[config.mk]
export PLATFORM = sky130hd
export DESIGN_NAME = wwds_supervisor
export DESIGN_NICKNAME = d
export VERILOG_FILES = /design/src/rtl/wwds_pkg.sv /design/src/rtl/wwds_supervisor.sv
export SDC_FILE = /design/constraint.sdc
export NUM_CORES = 1
export LEC_CHECK = 0
export ABC_AREA = 1
export BUFFER_PORTS_ARGS = -buffer_cell sky130_fd_sc_hd__buf_4
export CAP_MARGIN = 20
export CELL_PAD_IN_SITES_DETAIL_PLACEMENT = 1
export CELL_PAD_IN_SITES_GLOBAL_PLACEMENT = 1
export CORE_MARGIN = 4
export CORE_UTILIZATION = 45
export DETAILED_ROUTE_END_ITERATION = 7
export MAX_ROUTING_LAYER = met4
export PLACE_DENSITY_LB_ADDON = 0.1
export SYNTH_ARGS = -nofsm -noshare
export SYNTH_HDL_FRONTEND = slang
export SYNTH_SLANG_ARGS = --single-unit
export TNS_END_PERCENT = 100
[constraint.sdc]
create_clock -name sys_clk_in -period 2.45 [get_ports sys_clk_in]
set_input_delay 0.245 -clock sys_clk_in [delete_from_list [all_inputs] [get_ports sys_clk_in]]
set_output_delay 0.245 -clock sys_clk_in [all_outputs]
set_load 0.01 [all_outputs]
[src/rtl/wwds_pkg.sv]
// constants, types and timing of the window watchdog and wake supervisor
// assumes a single 50 MHz system clock; all pins arrive asynchronously
package wwds_pkg;

	localparam int unsigned CLK_PERIOD_NS  = 20;
	localparam int unsigned TRIG_MIN_NS    = 3000;
	localparam int unsigned RESET_HOLD_NS  = 10000000;
	localparam int unsigned OSC_SHORT_NS   = 4000000;
	localparam int unsigned OSC_OPEN_NS    = 7000000;
	localparam int unsigned OSC_PERIOD_NS  = 12500;
	localparam int unsigned WAKE_FILT_NS   = 50000;

	localparam int unsigned TRIG_MIN_CYC   = (TRIG_MIN_NS + CLK_PERIOD_NS - 1) / CLK_PERIOD_NS;
	localparam int unsigned RESET_HOLD_CYC = RESET_HOLD_NS / CLK_PERIOD_NS;
	localparam int unsigned OSC_SHORT_CYC  = OSC_SHORT_NS / CLK_PERIOD_NS;
	localparam int unsigned OSC_OPEN_CYC   = OSC_OPEN_NS / CLK_PERIOD_NS;
	localparam int unsigned OSC_PERIOD_CYC = OSC_PERIOD_NS / CLK_PERIOD_NS;
	localparam int unsigned WAKE_FILT_CYC  = WAKE_FILT_NS / CLK_PERIOD_NS;

	localparam int unsigned CYC_W  = 20;
	localparam int unsigned TICK_W = 12;

	localparam logic [TICK_W-1:0] LEAD_TICKS   = 12'hf52;
	localparam logic [TICK_W-1:0] CLOSED_TICKS = 12'h320;
	localparam logic [TICK_W-1:0] OPEN_TICKS   = 12'h348;
	localparam logic [TICK_W-1:0] NRES_TICKS   = 12'h09d;

	typedef enum logic [1:0] {
		MODE_PRENORM,
		MODE_NORMAL,
		MODE_SILENT,
		MODE_SLEEP
	} wwds_mode_t;

	typedef enum logic [2:0] {
		WD_OFF,
		WD_LEAD,
		WD_CLOSED,
		WD_OPEN,
		WD_RESET
	} wwds_wd_t;

	typedef struct packed {
		logic bus_remote;
		logic pin_local;
		logic bus_weak;
	} wwds_wake_t;

endpackage : wwds_pkg

[src/rtl/wwds_supervisor.sv]
// window watchdog, operating mode control and wake-up indication
// assumes filtered analog wake and supply detectors; pins are asynchronous
`timescale 1ns/1ps
module wwds_supervisor #(
	parameter int unsigned OSC_PERIOD_CYC = wwds_pkg::OSC_PERIOD_CYC,
	parameter int unsigned RESET_HOLD_CYC = wwds_pkg::RESET_HOLD_CYC,
	parameter int unsigned OSC_SHORT_CYC  = wwds_pkg::OSC_SHORT_CYC,
	parameter int unsigned OSC_OPEN_CYC   = wwds_pkg::OSC_OPEN_CYC,
	parameter int unsigned WAKE_FILT_CYC  = wwds_pkg::WAKE_FILT_CYC,
	parameter int unsigned TRIG_MIN_CYC   = wwds_pkg::TRIG_MIN_CYC
) (
	// clock and reset
	input  wire logic                 sys_clk_in,
	input  wire logic                 rst_in,
	// controller pins
	input  wire logic                 en_in,
	input  wire logic                 txd_in,
	input  wire logic                 rising_trigger_in,
	input  wire logic                 falling_trigger_in,
	input  wire logic                 debug_mode_in,
	// analog detectors
	input  wire wwds_pkg::wwds_wake_t wake_in,
	input  wire logic                 vcc_undervolt_in,
	input  wire logic                 osc_resistor_pin_short_in,
	input  wire logic                 osc_resistor_pin_open_in,
	// outputs to controller
	output logic                      reset_n_out,
	output logic                      rxd_out,
	output logic                      txd_out,
	output logic                      txd_oe_out,
	output wwds_pkg::wwds_mode_t      mode_out
);

	localparam int unsigned CW = wwds_pkg::CYC_W;
	localparam int unsigned TW = wwds_pkg::TICK_W;
	localparam int unsigned NS = 11;
	localparam logic [NS-1:0] SYNC_IDLE = 11'h080; // idle pin levels, falling trigger high

	// two-stage synchronisers
	logic [NS-1:0] sync1_reg;
	logic [NS-1:0] sync2_reg;
	logic          en_s;
	logic          txd_s;
	logic          dbg_s;
	logic          uv_s;
	logic          short_s;
	logic          open_s;
	logic [1:0]    trig_s;
	wwds_pkg::wwds_wake_t wake_s;

	always_ff @(posedge sys_clk_in) begin
		if (rst_in) begin
			sync1_reg <= SYNC_IDLE;
			sync2_reg <= SYNC_IDLE;
		end else begin
			sync1_reg <= {en_in, txd_in, rising_trigger_in, falling_trigger_in, debug_mode_in,
				vcc_undervolt_in, osc_resistor_pin_short_in, osc_resistor_pin_open_in, wake_in};
			sync2_reg <= sync1_reg;
		end
	end

	assign {en_s, txd_s, trig_s, dbg_s, uv_s, short_s, open_s, wake_s} = sync2_reg;

	// enable edges
	logic en_prev_reg;
	logic en_rise;
	logic en_fall;

	always_ff @(posedge sys_clk_in) begin
		if (rst_in) begin
			en_prev_reg <= 1'h0;
		end else begin
			en_prev_reg <= en_s;
		end
	end

	assign en_rise = en_s & ~en_prev_reg;
	assign en_fall = ~en_s & en_prev_reg;

	// trigger pulse qualification, bit 1 rising input, bit 0 falling input
	logic [1:0] trig_act;
	logic [1:0] trig_hit;
	logic       trig_evt;

	assign trig_act = {trig_s[1], ~trig_s[0]};

	genvar gi;
	generate
		for (gi = 0; gi < 2; gi++) begin : g_trig
			logic [CW-1:0] width_reg;
			always_ff @(posedge sys_clk_in) begin
				if (rst_in || !trig_act[gi]) begin
					width_reg <= '0;
				end else if (width_reg <= CW'(TRIG_MIN_CYC)) begin
					width_reg <= width_reg + CW'(1);
				end
			end
			// one event per pulse once it is longer than the minimum
			assign trig_hit[gi] = trig_act[gi] && width_reg == CW'(TRIG_MIN_CYC);
		end
	endgenerate

	assign trig_evt = |trig_hit;

	// local wake filter for wake pin and weak bus drop
	logic [CW-1:0] wake_filt_reg;
	logic          local_evt;

	always_ff @(posedge sys_clk_in) begin
		if (rst_in || !(wake_s.pin_local || wake_s.bus_weak)) begin
			wake_filt_reg <= '0;
		end else if (wake_filt_reg < CW'(WAKE_FILT_CYC)) begin
			wake_filt_reg <= wake_filt_reg + CW'(1);
		end
	end

	assign local_evt = (wake_s.pin_local || wake_s.bus_weak)
		&& wake_filt_reg == CW'(WAKE_FILT_CYC - 1);

	// operating mode
	wwds_pkg::wwds_mode_t mode_reg;
	logic                 asleep;
	logic                 wake_evt;
	logic [CW-1:0]        por_cnt_reg;
	logic                 por_hold;

	assign asleep   = mode_reg == wwds_pkg::MODE_SILENT || mode_reg == wwds_pkg::MODE_SLEEP;
	assign wake_evt = asleep && (wake_s.bus_remote || local_evt);
	assign por_hold = por_cnt_reg != '0;

	always_ff @(posedge sys_clk_in) begin
		if (rst_in) begin
			mode_reg <= wwds_pkg::MODE_PRENORM;
		end else if (uv_s) begin
			mode_reg <= wwds_pkg::MODE_PRENORM;
		end else begin
			case (mode_reg)
				wwds_pkg::MODE_PRENORM: begin
					if (en_rise && !por_hold) begin
						mode_reg <= wwds_pkg::MODE_NORMAL;
					end
				end
				wwds_pkg::MODE_NORMAL: begin
					if (en_fall) begin
						mode_reg <= txd_s ? wwds_pkg::MODE_SILENT : wwds_pkg::MODE_SLEEP;
					end
				end
				wwds_pkg::MODE_SILENT: begin
					if (en_s) begin
						mode_reg <= wwds_pkg::MODE_NORMAL;
					end else if (wake_evt) begin
						mode_reg <= wwds_pkg::MODE_PRENORM;
					end
				end
				wwds_pkg::MODE_SLEEP: begin
					if (wake_evt) begin
						mode_reg <= wwds_pkg::MODE_PRENORM;
					end
				end
				default: begin
					mode_reg <= wwds_pkg::MODE_PRENORM;
				end
			endcase
		end
	end

	// supply reset hold after power-up, undervoltage or sleep wake
	always_ff @(posedge sys_clk_in) begin
		if (rst_in) begin
			por_cnt_reg <= CW'(RESET_HOLD_CYC);
		end else if (uv_s) begin
			por_cnt_reg <= CW'(RESET_HOLD_CYC);
		end else if (mode_reg == wwds_pkg::MODE_SLEEP && wake_evt) begin
			por_cnt_reg <= CW'(RESET_HOLD_CYC);
		end else if (por_hold) begin
			por_cnt_reg <= por_cnt_reg - CW'(1);
		end
	end

	// wake request and source flags, a new wake beats the clear
	logic wake_req_reg;
	logic wake_remote_reg;

	always_ff @(posedge sys_clk_in) begin
		if (rst_in) begin
			wake_req_reg    <= 1'h0;
			wake_remote_reg <= 1'h0;
		end else if (wake_evt) begin
			wake_req_reg    <= 1'h1;
			wake_remote_reg <= wake_s.bus_remote;
		end else if (en_rise) begin
			wake_req_reg    <= 1'h0;
			wake_remote_reg <= 1'h0;
		end
	end

	// watchdog oscillator and resistor fault timer
	logic          wd_en;
	logic [CW-1:0] div_cnt_reg;
	logic          tick;
	logic [CW-1:0] fault_cnt_reg;
	logic          fault_fire;

	assign wd_en = (mode_reg == wwds_pkg::MODE_PRENORM || mode_reg == wwds_pkg::MODE_NORMAL)
		&& !dbg_s && !por_hold && !uv_s;
	assign tick  = wd_en && div_cnt_reg == CW'(OSC_PERIOD_CYC - 1);

	always_ff @(posedge sys_clk_in) begin
		if (rst_in || !wd_en || tick) begin
			div_cnt_reg <= '0;
		end else begin
			div_cnt_reg <= div_cnt_reg + CW'(1);
		end
	end

	assign fault_fire = wd_en && ((short_s && fault_cnt_reg == CW'(OSC_SHORT_CYC - 1))
		|| (open_s && fault_cnt_reg == CW'(OSC_OPEN_CYC - 1)));

	always_ff @(posedge sys_clk_in) begin
		if (rst_in || !wd_en || !(short_s || open_s) || fault_fire) begin
			fault_cnt_reg <= '0;
		end else begin
			fault_cnt_reg <= fault_cnt_reg + CW'(1);
		end
	end

	// window sequence on one shared period counter
	wwds_pkg::wwds_wd_t wd_reg;
	logic [TW-1:0]      per_reg;

	always_ff @(posedge sys_clk_in) begin
		if (rst_in || !wd_en) begin
			wd_reg  <= wwds_pkg::WD_OFF;
			per_reg <= '0;
		end else if (fault_fire && wd_reg != wwds_pkg::WD_RESET) begin
			wd_reg  <= wwds_pkg::WD_RESET;
			per_reg <= '0;
		end else begin
			case (wd_reg)
				wwds_pkg::WD_OFF: begin
					wd_reg  <= wwds_pkg::WD_LEAD;
					per_reg <= '0;
				end
				wwds_pkg::WD_LEAD: begin
					if (trig_evt) begin
						wd_reg  <= wwds_pkg::WD_CLOSED;
						per_reg <= '0;
					end else if (tick && per_reg == wwds_pkg::LEAD_TICKS - 12'h001) begin
						wd_reg  <= wwds_pkg::WD_RESET;
						per_reg <= '0;
					end else if (tick) begin
						per_reg <= per_reg + 12'h001;
					end
				end
				wwds_pkg::WD_CLOSED: begin
					if (trig_evt) begin
						wd_reg  <= wwds_pkg::WD_RESET;
						per_reg <= '0;
					end else if (tick && per_reg == wwds_pkg::CLOSED_TICKS - 12'h001) begin
						wd_reg  <= wwds_pkg::WD_OPEN;
						per_reg <= '0;
					end else if (tick) begin
						per_reg <= per_reg + 12'h001;
					end
				end
				wwds_pkg::WD_OPEN: begin
					if (trig_evt) begin
						wd_reg  <= wwds_pkg::WD_CLOSED;
						per_reg <= '0;
					end else if (tick && per_reg == wwds_pkg::OPEN_TICKS - 12'h001) begin
						wd_reg  <= wwds_pkg::WD_RESET;
						per_reg <= '0;
					end else if (tick) begin
						per_reg <= per_reg + 12'h001;
					end
				end
				wwds_pkg::WD_RESET: begin
					if (tick && per_reg == wwds_pkg::NRES_TICKS - 12'h001) begin
						wd_reg  <= wwds_pkg::WD_LEAD;
						per_reg <= '0;
					end else if (tick) begin
						per_reg <= per_reg + 12'h001;
					end
				end
				default: begin
					wd_reg  <= wwds_pkg::WD_OFF;
					per_reg <= '0;
				end
			endcase
		end
	end

	// registered pin outputs
	always_ff @(posedge sys_clk_in) begin
		if (rst_in) begin
			reset_n_out <= 1'h0;
			rxd_out     <= 1'h0;
			txd_out     <= 1'h0;
			txd_oe_out  <= 1'h0;
			mode_out    <= wwds_pkg::MODE_PRENORM;
		end else begin
			reset_n_out <= !(por_hold || uv_s || mode_reg == wwds_pkg::MODE_SLEEP
				|| wd_reg == wwds_pkg::WD_RESET);
			rxd_out     <= mode_reg != wwds_pkg::MODE_SLEEP && !wake_req_reg;
			txd_out     <= wake_remote_reg;
			txd_oe_out  <= mode_reg == wwds_pkg::MODE_PRENORM;
			mode_out    <= mode_reg;
		end
	end
endmodule : wwds_supervisor

# Word level (Yosys, flattened, before mapping)
# Cells that the tools add are included.
[classes]
add_sub_neg = 7
magnitude_cmp = 3
eq_ne = 29
n_bitwise = 5
reduce_logical = 55
muxes = 27
[ops]
columns = ["op", "count"]
rows = [
  ["$add A20 B1 Y20 const B", 5],
  ["$mux W12", 8],
  ["$pmux W12 S4", 1],
  ["$eq A20 B8 Y1 const B", 2],
  ["$le A20 B8 Y1 const B", 2],
  ["$eq A12 B10 Y1 const B", 2],
  ["$mux W3", 8],
  ["$eq A20 B10 Y1 const B", 1],
  ["$eq A20 B12 Y1 const B", 1],
  ["$eq A20 B18 Y1 const B", 1],
  ["$eq A20 B19 Y1 const B", 1],
  ["$lt A20 B12 Y1 const B", 1],
  ["$reduce_bool A20 Y1", 1],
  ["$sub A20 B1 Y20 const B", 1],
  ["$logic_and A1 B1 Y1", 19],
  ["$logic_or A1 B1 Y1", 16],
  ["$ne A3 B3 Y1 const B", 5],
  ["$pmux W3 S5", 1],
  ["$add A12 B1 Y12 const B", 1],
  ["$eq A12 B12 Y1 const B", 1],
  ["$eq A12 B8 Y1 const B", 1],
  ["$ne A4 B4 Y1 const B", 3],
  ["$logic_not A1 Y1", 9],
  ["$mux W2", 4],
  ["17 further kinds", 31],
]
[word_totals]
regBits = 168
elab_cells = 146

# Longest topological paths before layout
[depth]
ltp_word = 11
depth_mapped = 15
mapped_depth_nobuf = 15

# Least setup slack after synthesis
# OpenSTA, ideal clock, no wires.
[synth_timing]
kind = "reg2reg"
from = "register por_cnt_reg[0]"
to = "register wd_reg[2]"
n_path_buf = 1
slack_ns = 0.598
arrival_time_ns = 1.727
t_required_ns = 2.324
path_stages_with_launch = 13
path_cell_list = "dfxtp_1 -> inv_1 -> ha_1 -> nand2_1 -> nor2_2 -> nand3_4 -> nor2_4 -> nand4_1 -> nand2_1 -> nand2_2 -> o21ai_2 -> buf_6 -> a21oi_4"
[synth_via]
elab_chain_cells = 8
elab_cells_between_ends = 19
cone_classes = "eq/ne (4); mux (1); reduce/logical (14)"
[synth_lines]
columns = ["item", "line_no", "rtl"]
rows = [
  ["start: declaration", "wwds_supervisor.sv:124", "logic [CW-1:0] por_cnt_reg;"],
  ["start signal: assignment", "wwds_supervisor.sv:170", "por_cnt_reg <= CW'(RESET_HOLD_CYC);"],
  ["start signal: assignment", "wwds_supervisor.sv:172", "por_cnt_reg <= CW'(RESET_HOLD_CYC);"],
  ["start signal: assignment", "wwds_supervisor.sv:174", "por_cnt_reg <= CW'(RESET_HOLD_CYC);"],
  ["$reduce_bool A20 Y1 *", "wwds_supervisor.sv:129", "assign por_hold = por_cnt_reg != '0;"],
  ["$logic_not A1 Y1 *", "wwds_supervisor.sv:205", "&& !dbg_s && !por_hold && !uv_s;"],
  ["$logic_and A1 B1 Y1 * (2 in series)", "wwds_supervisor.sv:205", ""],
  ["$logic_and A1 B1 Y1 (on tied branches)", "wwds_supervisor.sv:216, wwds_supervisor.sv:206", ""],
  ["$logic_and A1 B1 Y1 (on tied branches)", "--", ""],
  ["$ne A4 B4 Y1 (no line) / $ne A3 B3 Y1 (equally long branches)", "--", ""],
  ["$reduce_and A4 Y1 (no line)", "--", ""],
  ["end signal: assignment", "wwds_supervisor.sv:233", "wd_reg <= wwds_pkg::WD_OFF;"],
  ["end signal: assignment", "wwds_supervisor.sv:236", "wd_reg <= wwds_pkg::WD_RESET;"],
  ["end signal: assignment", "wwds_supervisor.sv:241", "wd_reg <= wwds_pkg::WD_LEAD;"],
  ["end: declaration", "wwds_supervisor.sv:228", "wwds_pkg::wwds_wd_t wd_reg;"],
]
# Every way passes the cells marked *; elsewhere a longest branch is shown, timed or not.
# A chain may end at the register's enable or synchronous reset.

# Worst setup path after layout
# Ends and elaborated chain as after synthesis.

==> load_flow_metrics.sql <==
INSERT INTO impl_metrics (metric_group, metric, value, unit) VALUES
('finish', 'seq_area', '0.003363', 'sq mm'),
('timing', 'max_slew_margin', '63.66', '%'),
('logic_synthesis', 'yosys.cell_count.top_type', 'sky130_fd_sc_hd__nor2_1', ''),
('logic_synthesis', 'synthesis.area_per_instance', '7.227', 'sq um'),
('logic_synthesis', 'synth_enable_flop_cells', '0', ''),
('routing', 'drtAntennaViolNets', '0', ''),
('finish', 'fillers', '2175', ''),
('setup_path', 'kind_of_capture_point_of_the_worst_setup_path', 'flip-flop', ''),
('timing', 'final_min_period_over_clock_period', '87.96', '%'),
('logic_synthesis', 'top_ff_cell_synth', 'sky130_fd_sc_hd__dfxtp_1', ''),
('cts', 'path_clk_slew', '0.06', 'ns'),
('cts', 'cts_inserted_buffers', '17', ''),
('logic_synthesis', 'synth_largest_type_area_fraction', '43.29', '%'),
('timing', 'slew_violations', '0', ''),
('timing', 'hold_violations', '0', ''),
('pwr', 'power_leakage', '3.386', 'nW'),
('placed_design', 'port_buffers', '18', ''),
('logic_synthesis', 'synth_top_cell_by_area', 'sky130_fd_sc_hd__dfxtp_1', ''),
('cts', 'cts-root-to-sink-buffers', '2', ''),
('setup_path', 'critPathMaxFanout', '11', ''),
('die', 'coreArea', '0.01676', 'sq mm'),
('logic_synthesis', 'yosys_warnings', '0', ''),
('timing', 'rsz0062_at_grt', 'false', ''),
('job', 'cap_violations', '0', ''),
('routing', 'wire_per_inst', '13.25', 'um'),
('setup_path', 'reg2reg_setup_slack', '0.29', 'ns'),
('cts', 'cts.repair_timing.setup_buffer_count', '0', ''),
('cts', 'clock-sinks', '168', ''),
('die', 'die-height', '139.4', 'um'),
('cts', 'cts_hold_buffers', '0', ''),
('global_routing', 'grt_usage', '19.61', '%'),
('logic_synthesis', 'synth.top_cells.by_area', 'sky130_fd_sc_hd__dfxtp_1 43%, sky130_fd_sc_hd__nor2_1 9.9%, sky130_fd_sc_hd__inv_1 9.1%', ''),
('timing', 'postLayoutSetupSlackWorst', '0.2949', 'ns'),
('timing', 'setup_total_negative_slack', '0', 'ns'),
('setup_path', 'r2r_start', 'por_cnt_reg[0]', ''),
('die', 'floorplan.initialDensity', '46.35', '%'),
('finish', 'finalNetCount', '1131', ''),
('setup_path', 'timing_worst_setup_path_type', 'flip-flop to flip-flop', ''),
('logic_synthesis', 'synth_fp_nets', '1101', ''),
('routing', 'detail_route.first_pass.iterations', '4', ''),
('pwr', 'ir_worst_vdd', '0.4847', 'mV'),
('timing', 'finalSetupViolCount', '0', ''),
('finish', 'largest_reg_flops', '40', ''),
('cts', 'cts_max_level', '4', ''),
('global_routing', 'grt_remaining_overflow', '0', ''),
('timing', 'tightest_slew', '0.5445', 'ns'),
('routing', 'route.vias.total', '6617', ''),
('routing', 'number_of_drc_markers_after_the_initial_detailed_route_iteration', '206', ''),
('outcome', 'status', 'complete, no violations', ''),
('worst_hold_path', 'hold_path.class', 'input port to flip-flop', ''),
('finish', 'multiInputGateArea', '0.003602', 'sq mm'),
('setup_path', 'start_kind', 'flip-flop', ''),
('die', 'row_count', '47', ''),
('finish', 'syn_to_final_growth', '12.24', '%'),
('cts', 'tritoncts', 'yes', ''),
('logic_synthesis', 'netlist_top_cells_count', '205 x sky130_fd_sc_hd__nor2_1, 188 x sky130_fd_sc_hd__inv_1, 168 x sky130_fd_sc_hd__dfxtp_1, 153 x sky130_fd_sc_hd__nand2_1, 58 x sky130_fd_sc_hd__nand3_1', ''),
('logic_synthesis', 'synth_seq_cells', '168', ''),
('timing', 'finalClockSkew', '0.008852', 'ns'),
('cts', 'cts_root_buf', 'sky130_fd_sc_hd__clkbuf_16', ''),
('setup_path', 'cp_required', '2.76', 'ns'),
('finish', 'layout-drive-gt1-share', '9.793', '%'),
('placed_design', 'gp_routability_congestion', '0.8280', ''),
('pwr', 'pwr_density', '665.7', 'mW/mm^2'),
('setup_path', 'r2r_cells', '12', ''),
('die', 'dieArea', '0.01943', 'sq mm'),
('routing', 'remaining_drc_errors', '0', ''),
('global_routing', 'grt_antenna_before_repair', '0', ''),
('die', 'ioPinCount', '19', ''),
('timing', 'period_minus_slack', '2.155', 'ns'),
('die', 'die-width', '139.4', 'um'),
('global_routing', 'global_route_wire_length_before_repair', '31.04', 'mm');
==> cells by family after synthesis <==
logic type	after synthesis	share of synthesized area, %
buffers and inverters	208	10.34
xor gates and xnor gates	26	2.931
DFF	168	43.29
and+or+nand+nor	557	33.85
muxes	1	0.1289
adders and majority gates	13	2.094
AOI/OAI and AO/OA	102	7.360
==> final cells by class <==
type                       count  area share (%)
timing repair buffer          25           2.152
clock buffer                  18           4.922
multi-input combinational    699           41.31
sequential                   168           38.57
tap                          220           3.157
clock inverter                 9           1.507
inverter                     194           8.380
==> report_power, final <==
part	internal [mW]	total, mW	switching [mW]
sequential	2.79	2.84	0.0488
combinational	0.112	0.311	0.200
clock	1.57	2.65	1.08
total	4.47	5.80	1.33
==> how the worst min path moves through the flow <==
stage                       startpoint       endpoint  slack [ns]  depth (start not counted)
CTS                   vcc_undervolt_in   sync1_reg[5]       0.006                          3
floorplan           falling_trigger_in   sync1_reg[7]        0.35                          1
global route        falling_trigger_in   sync1_reg[7]       0.008                          2
finish                vcc_undervolt_in   sync1_reg[5]        0.02                          3
global placement         sync1_reg[10]  sync2_reg[10]        0.39                          2
detailed placement       sync1_reg[10]  sync2_reg[10]        0.40                          2
==> stage by stage <==
stage / hold WS, ns / std cells / util, % / cell area [sq um] / power [mW]
global route: 0.007957 / 1333 / 52.03 / 8720 / 6.029
detailed placement: 0.3982 / 1306 / 48.68 / 8159 / 3.212
global placement: 0.3920 / 1306 / 48.68 / 8159 / 3.205
finish: 0.01542 / 1333 / 52.03 / 8720 / 5.804
floorplan: 0.3488 / 1075 / - / 7769 / 3.101
CTS: 0.005832 / 1333 / 52.03 / 8720 / 5.877
==> placed cells by master (no fill, tap or decap), types with 2 or more instances in the layout <==
cell,instances
sky130_fd_sc_hd__a21oi_2,2
sky130_fd_sc_hd__nand3_1,58
sky130_fd_sc_hd__o211ai_1,2
sky130_fd_sc_hd__nand3b_1,2
sky130_fd_sc_hd__clkinv_2,2
sky130_fd_sc_hd__a211oi_1,4
sky130_fd_sc_hd__a21oi_1,44
sky130_fd_sc_hd__clkbuf_16,17
sky130_fd_sc_hd__nor3b_1,5
sky130_fd_sc_hd__inv_2,4
sky130_fd_sc_hd__ha_1,13
sky130_fd_sc_hd__xnor2_1,9
sky130_fd_sc_hd__a31oi_1,4
sky130_fd_sc_hd__nand4_1,37
sky130_fd_sc_hd__buf_4,25
sky130_fd_sc_hd__nand3_4,2
sky130_fd_sc_hd__nor2_4,9
sky130_fd_sc_hd__nor2_8,3
sky130_fd_sc_hd__bufinv_16,3
sky130_fd_sc_hd__nor4_1,5
sky130_fd_sc_hd__dfxtp_1,168
sky130_fd_sc_hd__o21ai_0,37
sky130_fd_sc_hd__nand2_1,153
sky130_fd_sc_hd__xor2_1,17
sky130_fd_sc_hd__nand2_2,6
sky130_fd_sc_hd__nor3_1,39
sky130_fd_sc_hd__and3_1,4
sky130_fd_sc_hd__nor3_2,4
sky130_fd_sc_hd__or2_2,3
sky130_fd_sc_hd__nor2_1,205
sky130_fd_sc_hd__nor2_2,18
sky130_fd_sc_hd__inv_1,188
sky130_fd_sc_hd__clkinvlp_4,3
==> routing by layer <==
layer | global-route usage [%] | routed length, um
met4 | 5.973 | 261
met2 | 32.57 | 8513
met5 | - | 0
met1 | 24.05 | 8461
met3 | 4.082 | 428
==> worst max-delay path, stage by stage, from the launching register on <==
cell and delay (ns):
sky130_fd_sc_hd__dfxtp_1 0.32, sky130_fd_sc_hd__inv_1 0.16, sky130_fd_sc_hd__ha_1 0.22, sky130_fd_sc_hd__nand2_1 0.08
sky130_fd_sc_hd__nor2_1 0.17, sky130_fd_sc_hd__nand3_1 0.18, sky130_fd_sc_hd__nor2_1 0.13, sky130_fd_sc_hd__nand4_1 0.08
sky130_fd_sc_hd__nand2_1 0.11, sky130_fd_sc_hd__nand2_1 0.11, sky130_fd_sc_hd__o21ai_2 0.13, sky130_fd_sc_hd__buf_4 0.26
sky130_fd_sc_hd__a21oi_4 0.07
Note: power is estimated with default switching activity, not from simulation.
